--- src/inc/apc_pkg.sv ---
// Purpose: Shared constants for the audio power path control register bank.
// Assumes: AHB-Lite slave with 32-bit data, one register per aligned word.
// Notes: Register indices are kept; byte address is four times the index.
package apc_pkg;

    // -----------------------------------------------------------------
    // Register indices and write masks
    // -----------------------------------------------------------------
    localparam logic [11:0] APC_IDX_POWER_UP = 12'hd00;
    localparam logic [11:0] APC_IDX_SOFT_RESET = 12'hd01;
    localparam logic [11:0] APC_IDX_CAPTURE = 12'hd02;
    localparam logic [11:0] APC_IDX_PLAYBACK = 12'hd03;
    localparam logic [11:0] APC_IDX_LOW_POWER = 12'hd04;
    localparam logic [11:0] APC_IDX_INPUT_CFG = 12'hd05;
    localparam logic [11:0] APC_IDX_DMIC = 12'hd06;
    localparam logic [11:0] APC_IDX_ADC = 12'hd07;
    localparam logic [11:0] APC_IDX_OUT_DRV = 12'hd08;
    localparam logic [11:0] APC_IDX_OUT_DAC = 12'hd09;
    localparam int APC_NUM_REGS = 10;

    localparam logic [7:0] APC_MASK_POWER_UP = 8'h88;
    localparam logic [7:0] APC_MASK_SOFT_RESET = 8'h80;
    localparam logic [7:0] APC_MASK_CAPTURE = 8'ha8;
    localparam logic [7:0] APC_MASK_PLAYBACK = 8'hfe;
    localparam logic [7:0] APC_MASK_LOW_POWER = 8'hff;
    localparam logic [7:0] APC_MASK_INPUT_CFG = 8'hff;
    localparam logic [7:0] APC_MASK_DMIC = 8'hff;
    localparam logic [7:0] APC_MASK_ADC = 8'hf7;
    localparam logic [7:0] APC_MASK_OUT_DRV = 8'hff;
    localparam logic [7:0] APC_MASK_OUT_DAC = 8'hff;

    // -----------------------------------------------------------------
    // Reset values
    // -----------------------------------------------------------------
    localparam logic [7:0] APC_RST_DEFAULT = 8'h00;
    localparam logic [7:0] APC_RST_INPUT_CFG = 8'h0f;

    // -----------------------------------------------------------------
    // Field positions
    // -----------------------------------------------------------------
    localparam int APC_BIT_POWER_UP = 7;
    localparam int APC_BIT_ANALOG = 3;
    localparam int APC_BIT_SOFT_RESET = 7;
    localparam int APC_BIT_CAP_A = 7;
    localparam int APC_BIT_CAP_B = 5;
    localparam int APC_BIT_CAP_C = 3;
    localparam int APC_BIT_EAR_HP = 1;
    localparam int APC_BIT_HS_DRV_LP = 7;
    localparam int APC_BIT_EAR_DAC_LP = 4;
    localparam int APC_BIT_HS_OFS = 1;
    localparam int APC_BIT_EAR_DRV_LP = 0;
    localparam int APC_BIT_MIC1_SEL = 7;
    localparam int APC_BIT_ADC2_SEL = 6;
    localparam int APC_BIT_TOP = 7;

    // -----------------------------------------------------------------
    // Headset fade interval, in microseconds, and cycles at 50 MHz
    // -----------------------------------------------------------------
    localparam int APC_CLK_KHZ = 50000;
    localparam int APC_FADE_US_00 = 2000;
    localparam int APC_FADE_US_01 = 500;
    localparam int APC_FADE_US_10 = 10600;
    localparam int APC_FADE_US_11 = 5000;
    localparam int APC_FADE_CYC_00 = APC_FADE_US_00 * APC_CLK_KHZ / 1000;
    localparam int APC_FADE_CYC_01 = APC_FADE_US_01 * APC_CLK_KHZ / 1000;
    localparam int APC_FADE_CYC_10 = APC_FADE_US_10 * APC_CLK_KHZ / 1000;
    localparam int APC_FADE_CYC_11 = APC_FADE_US_11 * APC_CLK_KHZ / 1000;
    localparam int APC_FADE_W = 20;

endpackage

--- src/rtl/apc_regs.sv ---
// Purpose: Audio power path control register bank on AHB-Lite.
// Assumes: Single word transfers; the slave is never wait-stated.
// Notes: Outputs are decoded from the stored register bits.
//
// How it works
// - External audio reset or soft reset returns every register to default.
// - Writing one to soft reset bit resets all, itself included.
// - Power-up bit switches the whole audio function on or off.
// - Analog power bit powers up all analog audio sections.
// - Three capture bits enable capture path pairs one/two, three/four, five-eight.
// - Playback bits seven down to two enable paths one to six.
// - Playback bit one switches in the earpiece high-pass filter.
// - Two-bit field picks headset DAC and driver low power.
// - Earpiece common-mode field selects one of four driver levels.
// - Low-power bits for headset drivers, earpiece DAC, driver, offset filter.
// - Input configuration resets to 0x0f; mic power follows input select.
// - Low nibble mutes the four inputs, high nibble powers them.
// - Six digital mic enables; pair clock runs while either is enabled.
// - Fade field sets headset gain step interval 2, 0.5, 10.6, 5 ms.
// - Third ADC takes first mic input A or B; other input off.
// - Second ADC takes second mic or right line input.
// - ADC register bits five and four power headset DAC drivers.
// - Bits two, one, zero power third, first and second ADCs.
// - Seven output driver enables, earpiece through second vibrator.
// - Output register bit seven disables the pump output pull-down.
// - Seven DAC and digital path enables for the same outputs.
// - DAC register bit seven keeps pump frequency outside audio band.
`timescale 1ns/100ps
`default_nettype none

module apc_regs (
    // Clock and reset
    input wire logic clock,
    input wire logic rst,
    // Audio reset from the control bank, active low
    input wire logic audio_block_reset_n,
    // AHB-Lite slave
    input wire logic hsel,
    input wire logic [31:0] haddr,
    input wire logic [1:0] htrans,
    input wire logic hwrite,
    input wire logic [2:0] hsize,
    input wire logic [31:0] hwdata,
    input wire logic hready,
    output logic [31:0] hrdata,
    output logic hreadyout,
    output logic hresp,
    // Global power
    output logic audio_power_en,
    output logic analog_power_en,
    // Digital paths
    output logic capture_pair_a_en,
    output logic capture_pair_b_en,
    output logic capture_pair_c_en,
    output logic [5:0] playback_path_en,
    output logic earpiece_highpass_en,
    // Low power and common mode
    output logic headset_driver_lowpower,
    output logic [1:0] headset_dac_lowpower_sel,
    output logic hs_dac_drivers_lowpower,
    output logic hs_dac_core_lowpower,
    output logic earpiece_dac_lowpower,
    output logic [1:0] earpiece_common_mode_sel,
    output logic headset_offset_cancel_en,
    output logic earpiece_driver_lowpower,
    // Analog inputs
    output logic first_mic_a_power,
    output logic first_mic_b_power,
    output logic second_mic_power,
    output logic line_left_power,
    output logic line_right_power,
    output logic first_mic_mute,
    output logic second_mic_mute,
    output logic line_left_mute,
    output logic line_right_mute,
    // Digital microphones
    output logic [5:0] digital_mic_active,
    output logic [2:0] digital_mic_pair_clock_en,
    output logic [1:0] headset_fade_interval,
    output logic headset_fade_step,
    // ADC routing and power
    output logic first_mic_input_select,
    output logic second_adc_input_select,
    output logic left_headset_dac_driver_en,
    output logic right_headset_dac_driver_en,
    output logic third_adc_power,
    output logic first_adc_power,
    output logic second_adc_power,
    // Outputs
    output logic pump_output_pulldown_disable,
    output logic [6:0] output_driver_en,
    output logic pump_freq_outside_band_en,
    output logic [6:0] output_dac_en
);

    // -----------------------------------------------------------------
    // State
    // -----------------------------------------------------------------
    typedef struct packed {
        logic [apc_pkg::APC_NUM_REGS-1:0][7:0] regs;
        logic wr_pend;
        logic rd_pend;
        logic [3:0] slot;
        logic slot_ok;
        logic [2:0] arst_sync;
        logic arst_level;
        logic [31:0] rdata;
    } apc_state_t;

    apc_state_t state_reg;
    apc_state_t state_next;

    function automatic logic [7:0] reg_mask(input logic [3:0] slot);
        logic [7:0] m;
        m = 8'h00;
        unique case (slot)
            4'h0: m = apc_pkg::APC_MASK_POWER_UP;
            4'h1: m = apc_pkg::APC_MASK_SOFT_RESET;
            4'h2: m = apc_pkg::APC_MASK_CAPTURE;
            4'h3: m = apc_pkg::APC_MASK_PLAYBACK;
            4'h4: m = apc_pkg::APC_MASK_LOW_POWER;
            4'h5: m = apc_pkg::APC_MASK_INPUT_CFG;
            4'h6: m = apc_pkg::APC_MASK_DMIC;
            4'h7: m = apc_pkg::APC_MASK_ADC;
            4'h8: m = apc_pkg::APC_MASK_OUT_DRV;
            4'h9: m = apc_pkg::APC_MASK_OUT_DAC;
            default: m = 8'h00;
        endcase
        return m;
    endfunction

    function automatic logic [apc_pkg::APC_NUM_REGS-1:0][7:0] defaults();
        logic [apc_pkg::APC_NUM_REGS-1:0][7:0] d;
        d = '0;
        for (int i = 0; i < apc_pkg::APC_NUM_REGS; i++) begin
            d[i] = apc_pkg::APC_RST_DEFAULT;
        end
        d[5] = apc_pkg::APC_RST_INPUT_CFG;
        return d;
    endfunction

    // -----------------------------------------------------------------
    // Bus decode and register update
    // -----------------------------------------------------------------
    logic [11:0] word_idx;
    logic [11:0] idx_off;
    logic in_range;
    logic take;
    logic bank_reset;

    assign word_idx = haddr[13:2];
    assign idx_off = word_idx - apc_pkg::APC_IDX_POWER_UP;
    assign in_range = (word_idx >= apc_pkg::APC_IDX_POWER_UP)
        && (word_idx <= apc_pkg::APC_IDX_OUT_DAC)
        && (haddr[31:14] == 18'h00000);
    assign take = hsel && hready && htrans[1];
    assign bank_reset = state_reg.arst_level
        || state_reg.regs[1][apc_pkg::APC_BIT_SOFT_RESET];

    always_comb begin
        state_next = state_reg;
        // The external reset passes three stages; it counts once two agree.
        state_next.arst_sync = {state_reg.arst_sync[1:0],
            ~audio_block_reset_n};
        if (state_reg.arst_sync[2] == state_reg.arst_sync[1]) begin
            state_next.arst_level = state_reg.arst_sync[2];
        end
        state_next.wr_pend = 1'b0;
        state_next.rd_pend = 1'b0;
        if (take) begin
            state_next.wr_pend = hwrite;
            state_next.rd_pend = !hwrite;
            state_next.slot = idx_off[3:0];
            state_next.slot_ok = in_range;
        end
        if (state_reg.wr_pend && state_reg.slot_ok) begin
            state_next.regs[state_reg.slot] =
                hwdata[7:0] & reg_mask(state_reg.slot);
        end
        state_next.rdata = 32'h00000000;
        if (take && !hwrite && in_range) begin
            state_next.rdata = {24'h000000,
                state_reg.regs[idx_off[3:0]] & reg_mask(idx_off[3:0])};
        end
        if (bank_reset) begin
            state_next.regs = defaults();
        end
    end

    always_ff @(posedge clock) begin
        if (rst) begin
            state_reg <= '0;
            state_reg.regs <= defaults();
        end else begin
            state_reg <= state_next;
        end
    end

    assign hreadyout = 1'b1;
    assign hresp = 1'b0;
    assign hrdata = state_reg.rdata;

    // -----------------------------------------------------------------
    // Decoded controls
    // -----------------------------------------------------------------
    logic [7:0] r_pwr;
    logic [7:0] r_cap;
    logic [7:0] r_pb;
    logic [7:0] r_lp;
    logic [7:0] r_in;
    logic [7:0] r_dm;
    logic [7:0] r_adc;
    logic [7:0] r_drv;
    logic [7:0] r_dac;

    assign r_pwr = state_reg.regs[0];
    assign r_cap = state_reg.regs[2];
    assign r_pb = state_reg.regs[3];
    assign r_lp = state_reg.regs[4];
    assign r_in = state_reg.regs[5];
    assign r_dm = state_reg.regs[6];
    assign r_adc = state_reg.regs[7];
    assign r_drv = state_reg.regs[8];
    assign r_dac = state_reg.regs[9];

    assign audio_power_en = r_pwr[apc_pkg::APC_BIT_POWER_UP];
    assign analog_power_en = r_pwr[apc_pkg::APC_BIT_ANALOG];
    assign capture_pair_a_en = r_cap[apc_pkg::APC_BIT_CAP_A];
    assign capture_pair_b_en = r_cap[apc_pkg::APC_BIT_CAP_B];
    assign capture_pair_c_en = r_cap[apc_pkg::APC_BIT_CAP_C];
    assign playback_path_en = r_pb[7:2];
    assign earpiece_highpass_en = r_pb[apc_pkg::APC_BIT_EAR_HP];
    assign headset_dac_lowpower_sel = r_lp[6:5];
    assign hs_dac_drivers_lowpower = r_lp[5];
    assign hs_dac_core_lowpower = r_lp[6];
    assign earpiece_common_mode_sel = r_lp[3:2];
    assign headset_driver_lowpower = r_lp[apc_pkg::APC_BIT_HS_DRV_LP];
    assign earpiece_dac_lowpower = r_lp[apc_pkg::APC_BIT_EAR_DAC_LP];
    assign headset_offset_cancel_en = r_lp[apc_pkg::APC_BIT_HS_OFS];
    assign earpiece_driver_lowpower = r_lp[apc_pkg::APC_BIT_EAR_DRV_LP];
    assign first_mic_input_select = r_adc[apc_pkg::APC_BIT_MIC1_SEL];
    assign first_mic_a_power = r_in[7] && !first_mic_input_select;
    assign first_mic_b_power = r_in[7] && first_mic_input_select;
    assign second_mic_power = r_in[6];
    assign line_left_power = r_in[5];
    assign line_right_power = r_in[4];
    assign first_mic_mute = r_in[3];
    assign second_mic_mute = r_in[2];
    assign line_left_mute = r_in[1];
    assign line_right_mute = r_in[0];
    assign digital_mic_active = r_dm[7:2];
    assign digital_mic_pair_clock_en = {r_dm[7] | r_dm[6],
        r_dm[5] | r_dm[4], r_dm[3] | r_dm[2]};
    assign headset_fade_interval = r_dm[1:0];
    assign second_adc_input_select = r_adc[apc_pkg::APC_BIT_ADC2_SEL];
    assign left_headset_dac_driver_en = r_adc[5];
    assign right_headset_dac_driver_en = r_adc[4];
    assign third_adc_power = r_adc[2];
    assign first_adc_power = r_adc[1];
    assign second_adc_power = r_adc[0];
    assign output_driver_en = r_drv[6:0];
    assign pump_output_pulldown_disable = r_drv[apc_pkg::APC_BIT_TOP];
    assign output_dac_en = r_dac[6:0];
    assign pump_freq_outside_band_en = r_dac[apc_pkg::APC_BIT_TOP];

    apc_fade_tick u_fade (
        .clock(clock),
        .rst(rst),
        .run(audio_power_en),
        .interval_sel(r_dm[1:0]),
        .step_tick(headset_fade_step)
    );

    // -----------------------------------------------------------------
    // Assertions
    // -----------------------------------------------------------------
    property p_soft_reset_clears;
        @(posedge clock) disable iff (rst)
        (state_reg.wr_pend && state_reg.slot_ok && state_reg.slot == 4'h1
            && hwdata[7] && !state_reg.arst_level)
        |=> ##1 (state_reg.regs[1] == 8'h00
            && state_reg.regs[5] == apc_pkg::APC_RST_INPUT_CFG);
    endproperty
    a_soft_reset_clears: assert property (p_soft_reset_clears)
        else $error("soft reset did not restore defaults");

    property p_ext_reset;
        @(posedge clock) disable iff (rst)
        state_reg.arst_level |=> (r_pwr == 8'h00 && r_in == 8'h0f
            && r_dac == 8'h00);
    endproperty
    a_ext_reset: assert property (p_ext_reset)
        else $error("audio reset left a register set");

    property p_power_bit;
        @(posedge clock) disable iff (rst)
        (state_reg.wr_pend && state_reg.slot_ok && state_reg.slot == 4'h0
            && !bank_reset) |=> audio_power_en == $past(hwdata[7]);
    endproperty
    a_power_bit: assert property (p_power_bit)
        else $error("power bit did not follow the write");

    property p_reserved_zero;
        @(posedge clock) disable iff (rst)
        (r_pwr & 8'h77) == 8'h00 && (r_cap & 8'h57) == 8'h00
            && r_pb[0] == 1'b0 && r_adc[3] == 1'b0;
    endproperty
    a_reserved_zero: assert property (p_reserved_zero)
        else $error("reserved bit holds a one");

    property p_mic_exclusive;
        @(posedge clock) disable iff (rst)
        !(first_mic_a_power && first_mic_b_power)
            && (first_mic_a_power || first_mic_b_power) == r_in[7];
    endproperty
    a_mic_exclusive: assert property (p_mic_exclusive)
        else $error("first mic input selection wrong");

    property p_pair_clock;
        @(posedge clock) disable iff (rst)
        digital_mic_pair_clock_en[2] == (digital_mic_active[5]
            || digital_mic_active[4]);
    endproperty
    a_pair_clock: assert property (p_pair_clock)
        else $error("pair clock does not follow its inputs");

    property p_read_back;
        @(posedge clock) disable iff (rst)
        (take && !hwrite && in_range && word_idx == apc_pkg::APC_IDX_DMIC)
        |=> hrdata == {24'h000000, $past(r_dm)};
    endproperty
    a_read_back: assert property (p_read_back)
        else $error("read data does not match the register");

    property p_unmapped_read;
        @(posedge clock) disable iff (rst)
        (take && !in_range) |=> hrdata == 32'h00000000;
    endproperty
    a_unmapped_read: assert property (p_unmapped_read)
        else $error("unmapped read returned nonzero data");

endmodule

`default_nettype wire

--- src/rtl/apc_fade_tick.sv ---
// Purpose: Produces the headset gain step tick from the fade interval field.
// Assumes: Interval counts are given in clock cycles by the parameters.
// Notes: A change of the field restarts the interval.
`timescale 1ns/100ps
`default_nettype none

module apc_fade_tick #(
    parameter logic [19:0] CYC_00 = 20'(apc_pkg::APC_FADE_CYC_00),
    parameter logic [19:0] CYC_01 = 20'(apc_pkg::APC_FADE_CYC_01),
    parameter logic [19:0] CYC_10 = 20'(apc_pkg::APC_FADE_CYC_10),
    parameter logic [19:0] CYC_11 = 20'(apc_pkg::APC_FADE_CYC_11)
) (
    // Clock and reset
    input wire logic clock,
    input wire logic rst,
    // Control
    input wire logic run,
    input wire logic [1:0] interval_sel,
    // Tick
    output logic step_tick
);

    typedef struct packed {
        logic [19:0] count;
        logic [1:0] sel;
        logic tick;
    } apc_fade_state_t;

    apc_fade_state_t state_reg;
    apc_fade_state_t state_next;
    logic [19:0] limit;

    always_comb begin
        unique case (interval_sel)
            2'b00: limit = CYC_00;
            2'b01: limit = CYC_01;
            2'b10: limit = CYC_10;
            2'b11: limit = CYC_11;
        endcase
    end

    always_comb begin
        state_next = state_reg;
        state_next.tick = 1'b0;
        state_next.sel = interval_sel;
        if (!run || interval_sel != state_reg.sel) begin
            state_next.count = 20'h00000;
        end else if (state_reg.count >= limit - 20'h00001) begin
            state_next.count = 20'h00000;
            state_next.tick = 1'b1;
        end else begin
            state_next.count = state_reg.count + 20'h00001;
        end
    end

    always_ff @(posedge clock) begin
        if (rst) begin
            state_reg <= '0;
        end else begin
            state_reg <= state_next;
        end
    end

    assign step_tick = state_reg.tick;

endmodule

`default_nettype wire

--- config.mk ---
export PLATFORM = sky130hd
export DESIGN_NAME = apc_regs
export DESIGN_NICKNAME = d
export VERILOG_FILES = /design/src/inc/apc_pkg.sv /design/src/rtl/apc_regs.sv /design/src/rtl/apc_fade_tick.sv
export SDC_FILE = /design/constraint.sdc
export NUM_CORES = 1
export LEC_CHECK = 0
export ABC_CLOCK_PERIOD_IN_PS = 4250
export BUFFER_PORTS_ARGS = -buffer_cell sky130_fd_sc_hd__buf_2
export CAP_MARGIN = 25
export CORE_MARGIN = 1.5
export CORE_UTILIZATION = 55
export DETAILED_ROUTE_END_ITERATION = 8
export PLACE_DENSITY = 0.83
export SLEW_MARGIN = 40
export SYNTH_ARGS = -nofsm -noshare
export SYNTH_HDL_FRONTEND = slang
export SYNTH_HIERARCHICAL = 1
export SYNTH_SLANG_ARGS = --single-unit
export TNS_END_PERCENT = 20
--- constraint.sdc ---
create_clock -name clock -period 4.25 [get_ports clock]
set_input_delay 0.425 -clock clock [delete_from_list [all_inputs] [get_ports clock]]
set_output_delay 0.425 -clock clock [all_outputs]
set_load 0.05 [all_outputs]
==> results of run 1 <==
## synthesized netlist by cell type (2+ instances only)
cell and number:
nand3b_1 2, buf_4 74, and3_1 3, inv_1 9, conb_1 3, nand2_1 54, clkbuf_1 21, a211oi_1 2
ha_1 26, or2_2 3, mux4_2 14, o21a_1 2, xnor2_1 8, nor3_1 21, mux2_1 7, nor2_1 69
and2_1 5, nor4b_2 2, buf_6 2, nor2b_1 6, or3_1 3, nor2_2 3, o21ai_0 10, o21ai_1 19
nand4_1 5, nand3_1 15, a21o_1 3, and2_0 4, mux2i_1 51, nor3b_2 2, xor2_1 16, nor4_1 7
nand2b_1 4, dfxtp_1 120, a22oi_1 6, nor3_2 4, a211oi_2 2, o21bai_1 3, a21oi_1 40, buf_2 14
## critical path: stages (launching register included)
cell	delay (ns)
dfxtp_1	0.55
inv_1	0.20
ha_1	0.37
ha_1	0.31
nand3_1	0.13
nor3_1	0.41
a22oi_1	0.12
nand2_1	0.60
nor3_1	0.13
## stage by stage
step / setup slack, ns / hold slack, ns / util (%) / cells
final: 1.28 / 0.154 / 63.1 / 897
after global routing: 1.04 / 0.160 / 63.1 / 897
after floorplan: 2.03 / 0.414 / - / 715
after global placement: 1.51 / 0.438 / 57.6 / 866
after CTS: 1.31 / 0.150 / 63.0 / 897
after detailed placement: 1.38 / 0.432 / 57.7 / 866
## final timing paths
| check | cells past startpoint | endpoint | from | slack, ns |
|---|---|---|---|---|
| max reg2reg | 8 | u_fade/state_reg[10] | r_dm[0] | 1.28 |
| min | 2 | state_next[34] | audio_block_reset_n | 0.15 |
| min reg2reg | 1 | state_next[35] | state_next[34] | 0.44 |
| max | 8 | u_fade/state_reg[10] | r_dm[0] | 1.28 |
## routing by layer
metal,global-route usage [%],vias up,wire length (microns),part of all wire (%)
met5,0,-,0,0
met4,13.3,0,530,3.1
met3,7.71,52,1680,9.9
met2,43.4,346,7960,47
met1,33.5,2504,6710,40
li1,-,2400,-,-
## area by class of cell
class	count	area share, %
clock buffers	18	6.10
clock inverters	13	2.38
inverters	9	0.469
multi-input cells	475	46.9
flip-flops and latches	120	33.4
well taps	143	2.48
repair buffers	119	8.34
## kinds of logic after synthesis
group                      Yosys count  share of synthesized area (%)
adders and majority gates           26                           5.06
AOI/OAI and AO/OA                   98                           9.42
buffers and inverters              120                           11.8
and+or+nand+nor                    227                           18.8
other                                3                          0.175
DFF                                120                           37.4
muxes                               72                           14.1
xor gates and xnor gates            24                           3.27
## power by group
group / total [uW] / switching [uW] / leakage [uW] / internal (uW)
clock network: 1480 / 541 / 0.000293 / 941
logic: 162 / 122 / 0.00201 / 39.9
registers: 1140 / 5.04 / 0.000968 / 1130
total: 2780 / 667 / 0.00327 / 2110
## layout by cell type, fill, tap and decap left out, drive strengths merged, types with 4 or more instances in the layout
cell	netlist	routed
xnor2	8	8
ha	26	26
xor2	16	16
o21ai	29	29
nand3	16	16
mux2i	51	51
mux4	14	14
nand4	6	6
nor2	72	72
buf	90	119
or2	4	4
clkbuf	21	18
nand2b	5	5
nor4	8	8
a211oi	4	4
inv	9	12
nor2b	6	6
and2	9	9
dfxtp	120	120
nor3	25	25
clkinv	0	5
a22oi	6	6
a21oi	40	40
mux2	7	7
nand2	55	55
conb	3	28
or3	4	4
==> qor.yml, run 1 <==
ir_drop_v: 0.000239
largest_reg_flops: 22
cts_hold_buf: 0
wl_per_cell_microns: 18.8
num_vias: 5302
worst_clock_skew_ns: 0.00672
finalPower_uw: 2780
yosys-top-cells-area: "dfxtp_1 (37%), buf_4 (8.6%), mux2i_1 (7.9%), ha_1 (5.1%), mux4_2 (4.9%)"
final_hold_viol_count: 0
gp_congestion: 0.831
drt_wl_total_microns: 16900
port_buffers: 118
dpl_cell_area_sq_um: 6590
synth_edf_count: 0
status: "completed"
grt_pass1_vias: 5018
required_ns: 4.51
area_delta_synth_final_pct: 12.0
postLayoutCellArea_sq_um: 7200
rsz0062_at_grt: "no"
clock_sinks: 120
fp.coreArea_sq_um: 11400
diodes: 0
drive_above_1_share_pct: 25.6
dp_hpwl_microns: 11100
endpoint_kind: "flop"
start_util_pct: 56.3
maxSlewViolCount: 0
fin_crit_sh_pct: 69.9
arrival_ns: 3.23
crit_type: "flop to flop"
cts_setup_buffers: 0
hp-class: "input port to flop"
finalSetupTns_ns: 0
firstDrtPassIters: 8
die_width_microns: 111
clk_pin_slew_worst_paths_ns: 0.06
ctsResizeCount: 0
grt_max_degree: 70
cts-root-buf: "clkbuf_16"
relSlewSlack_pct: 47.3
p_leak_uw: 0.00327
clock_latency_ns: 0.42
first_iter_violations: 522
cts_tree: "done"
fin_crit_ns: 2.97
yosysWarnings: 6
antenna_found_initial: 0
synth.distinct_cells: 66
grt_pass1_wl_microns: 26200
register_area_sq_um: 2400
fmax_ghz: 0.336
grt_usage_pct: 27.1
die_area_sq_um: 12300
die_y_microns: 111
cp-start-kind: "flop"
n_fill_cell: 889
yosysTopAreaCell: "dfxtp_1"
cts.path.max_buffers: 2
overflow: 0
max_cap_viol_count: 0
fin_nets: 843
synthFlopType: "dfxtp_1"
synthArstFlopShare_pct: 0
ys_seq_elements: 120
syn_area_per_cell_sq_um: 9.32
multi_input_area_sq_um: 3370
seq_area_frac_synth_pct: 37.4
drc: 0
netlist_area_sq_um: 6430
row_count: 39
max_slew.worst_pin.slew_ns: 0.784
setup-violations-final: 0
synth_top_area_share_pct: 37.4
io_pins: 175
worstPathMaxFanout: 20
routed_via_density: 5.91
p_per_area_nw_per_um2: 386
cts_buffers: 17
drtAntennaViolNets: 0
cts_max_level: 4
postSynthCellCount: 690
No activity file was read; power rests on OpenSTA's default activity.
==> inputs of run 2 (changes only) <==
ABC_CLOCK_PERIOD_IN_PS = 2450   (was 4250)
CORE_UTILIZATION = 48   (was 55)
PLACE_DENSITY = 0.77   (was 0.83)
clock period = 2.45 ns   (was 4.25 ns; I/O delays follow)
==> qor.yml, run 2 (synthesis results as in run 1) <==
status: "completed"  # unchanged
grt_pass1_vias: 4627  # was 5018
gp_congestion: 0.845  # was 0.831
dpl_cell_area_sq_um: 6720  # was 6590 sq um
cp-start-kind: "flop"  # unchanged
grt_usage_pct: 22.0  # was 27.1%
grt_pass1_wl_microns: 24000  # was 26200 microns
cts_buffers: 17  # unchanged
dp_hpwl_microns: 11000  # was 11100 microns
num_vias: 5048  # was 5302
clock_sinks: 120  # unchanged
drt_wl_total_microns: 15600  # was 16900 microns
p_per_area_nw_per_um2: 663  # was 386 nW/um^2
crit_type: "flop to flop"  # unchanged
overflow: 0  # unchanged
arrival_ns: 2.51  # was 3.23 ns
firstDrtPassIters: 7  # was 8
die_area_sq_um: 14100  # was 12300 sq um
final_hold_viol_count: 0  # unchanged
maxSlewViolCount: 0  # unchanged
cts.path.max_buffers: 2  # unchanged
fp.coreArea_sq_um: 13100  # was 11400 sq um
clock_latency_ns: 0.42  # about the same
routed_via_density: 5.35  # was 5.91
fin_crit_sh_pct: 90.9  # was 69.9%
fin_ws_ns: 0.223  # was 1.28 ns
worstPathMaxFanout: 20  # unchanged
layout_common_cells: "dfxtp_1 (120), buf_2 (118), nor2_1 (69)"  # was dfxtp_1 (120), buf_2 (117), nor2_1 (69)
fin_cells: 943  # was 897
die_y_microns: 119  # was 111 microns
antenna_found_initial: 0  # unchanged
first_iter_violations: 275  # was 522
placedCellCount: 911  # was 866
drtAntennaViolNets: 0  # unchanged
largest_reg_flops: 22  # unchanged
pre_cts_ws_ns: 0.166  # was 1.38 ns
worst_clock_skew_ns: 0.00886  # was 0.00672 ns
diodes: 0  # unchanged
drc: 0  # unchanged
rsz0062_at_grt: "no"  # unchanged
hp-class: "input port to flop"  # unchanged
die_width_microns: 119  # was 111 microns
clk_pin_slew_worst_paths_ns: 0.05  # was 0.06 ns
fin_crit_ns: 2.23  # was 2.97 ns
max_slew.worst_pin.slew_ns: 0.779  # was 0.784 ns
p_leak_uw: 0.00334  # was 0.00327 uW
start_util_pct: 48.9  # was 56.3%
row_count: 42  # was 39
mostFrequentLayoutCell: "dfxtp_1"  # unchanged
cts_max_level: 4  # unchanged
cts_tree: "done"  # unchanged
grt_max_degree: 70  # unchanged
setup-violations-final: 0  # unchanged
wl_per_cell_microns: 16.6  # was 18.8 microns
io_pins: 175  # unchanged
ir_drop_v: 0.000491  # was 0.000239 V
drive_above_1_share_pct: 26.3  # was 25.6%
fin_nets: 856  # was 843
max_cap_viol_count: 0  # unchanged
required_ns: 2.74  # was 4.51 ns
relSlewSlack_pct: 48.0  # was 47.3%
area_delta_synth_final_pct: 14.4  # was 12.0%
cts-root-buf: "clkbuf_16"  # unchanged
postLayoutCellArea_sq_um: 7360  # was 7200 sq um
fmax_ghz: 0.449  # was 0.336 GHz
finalSetupTns_ns: 0  # unchanged
port_buffers: 118  # unchanged
endpoint_kind: "flop"  # unchanged
run 2: changes by cell type in the layout (fill, tap and decap cells not counted), sizes merged:
cell	before	now
inv	12	9
bufinv	3	4
clkinvlp	2	1
buf	119	131
clkbuf	18	21
dlygate4sd3	0	1
run 2: worst max-delay path, stage by stage (launching register included):
cell and delay, ns:
dfxtp_1 0.33, inv_1 0.11, ha_1 0.35, ha_1 0.30, nand3_1 0.13, nor3_2 0.27
o211a_1 0.20, nand2b_4 0.30, nor3_1 0.11
run 2: final cells by class:
type	count	area, sq um
well taps	176	220
inverters	9	33.8
multi-input cells	475	3370
fillers	1158	5780
clock inverters	10	171
flip-flops and latches	120	2400
repair buffers	132	711
clock buffers	21	450
run 2: path summary, 6_finish.rpt:
kind / from / to / slack (ns) / cells past startpoint
setup / recovery: r_dm[0] / u_fade/state_reg[17] / 0.22 / 8
setup reg to reg: r_dm[0] / u_fade/state_reg[17] / 0.22 / 8
hold / removal: hwrite / hrdata[0] / 0.09 / 2
hold reg to reg: state_next[34] / state_next[35] / 0.44 / 1
run 2: stage by stage:
stage / total power, uW / util (%) / hold WS [ns]
after floorplan: 2250 / - / 0.312
after global placement: 2290 / 51.1 / 0.403
after detailed placement: 2290 / 51.1 / 0.401
after CTS: 4900 / 56.0 / 0.0720
after global routing: 5010 / 56.0 / 0.0772
final: 4870 / 56.0 / 0.0916
run 2: what timing repair did:
| action | 4_1_cts | 5_1_grt |
|---|---|---|
| setup endpoints to repair | 0 | 11 |
| buffers inserted | 0 | 0 |
| hold endpoints to repair | 1 | 0 |
| resized for setup | 0 | 1 |
| hold buffers | 1 | 0 |
run 2: report_power, final:
part / internal, uW / switching (uW)
clock network: 1730 / 893
logic: 74.7 / 208
registers: 1960 / 8.33
total: 3770 / 1110
run 2: layer usage:
metal / wire [microns] / vias to the layer above / global-route usage [%]
met4: 350 / 0 / 8.21
met2: 7120 / 215 / 34.6
met5: 0 / - / 0
met3: 1300 / 29 / 6.85
met1: 6850 / 2376 / 28.3
li1: - / 2428 / -
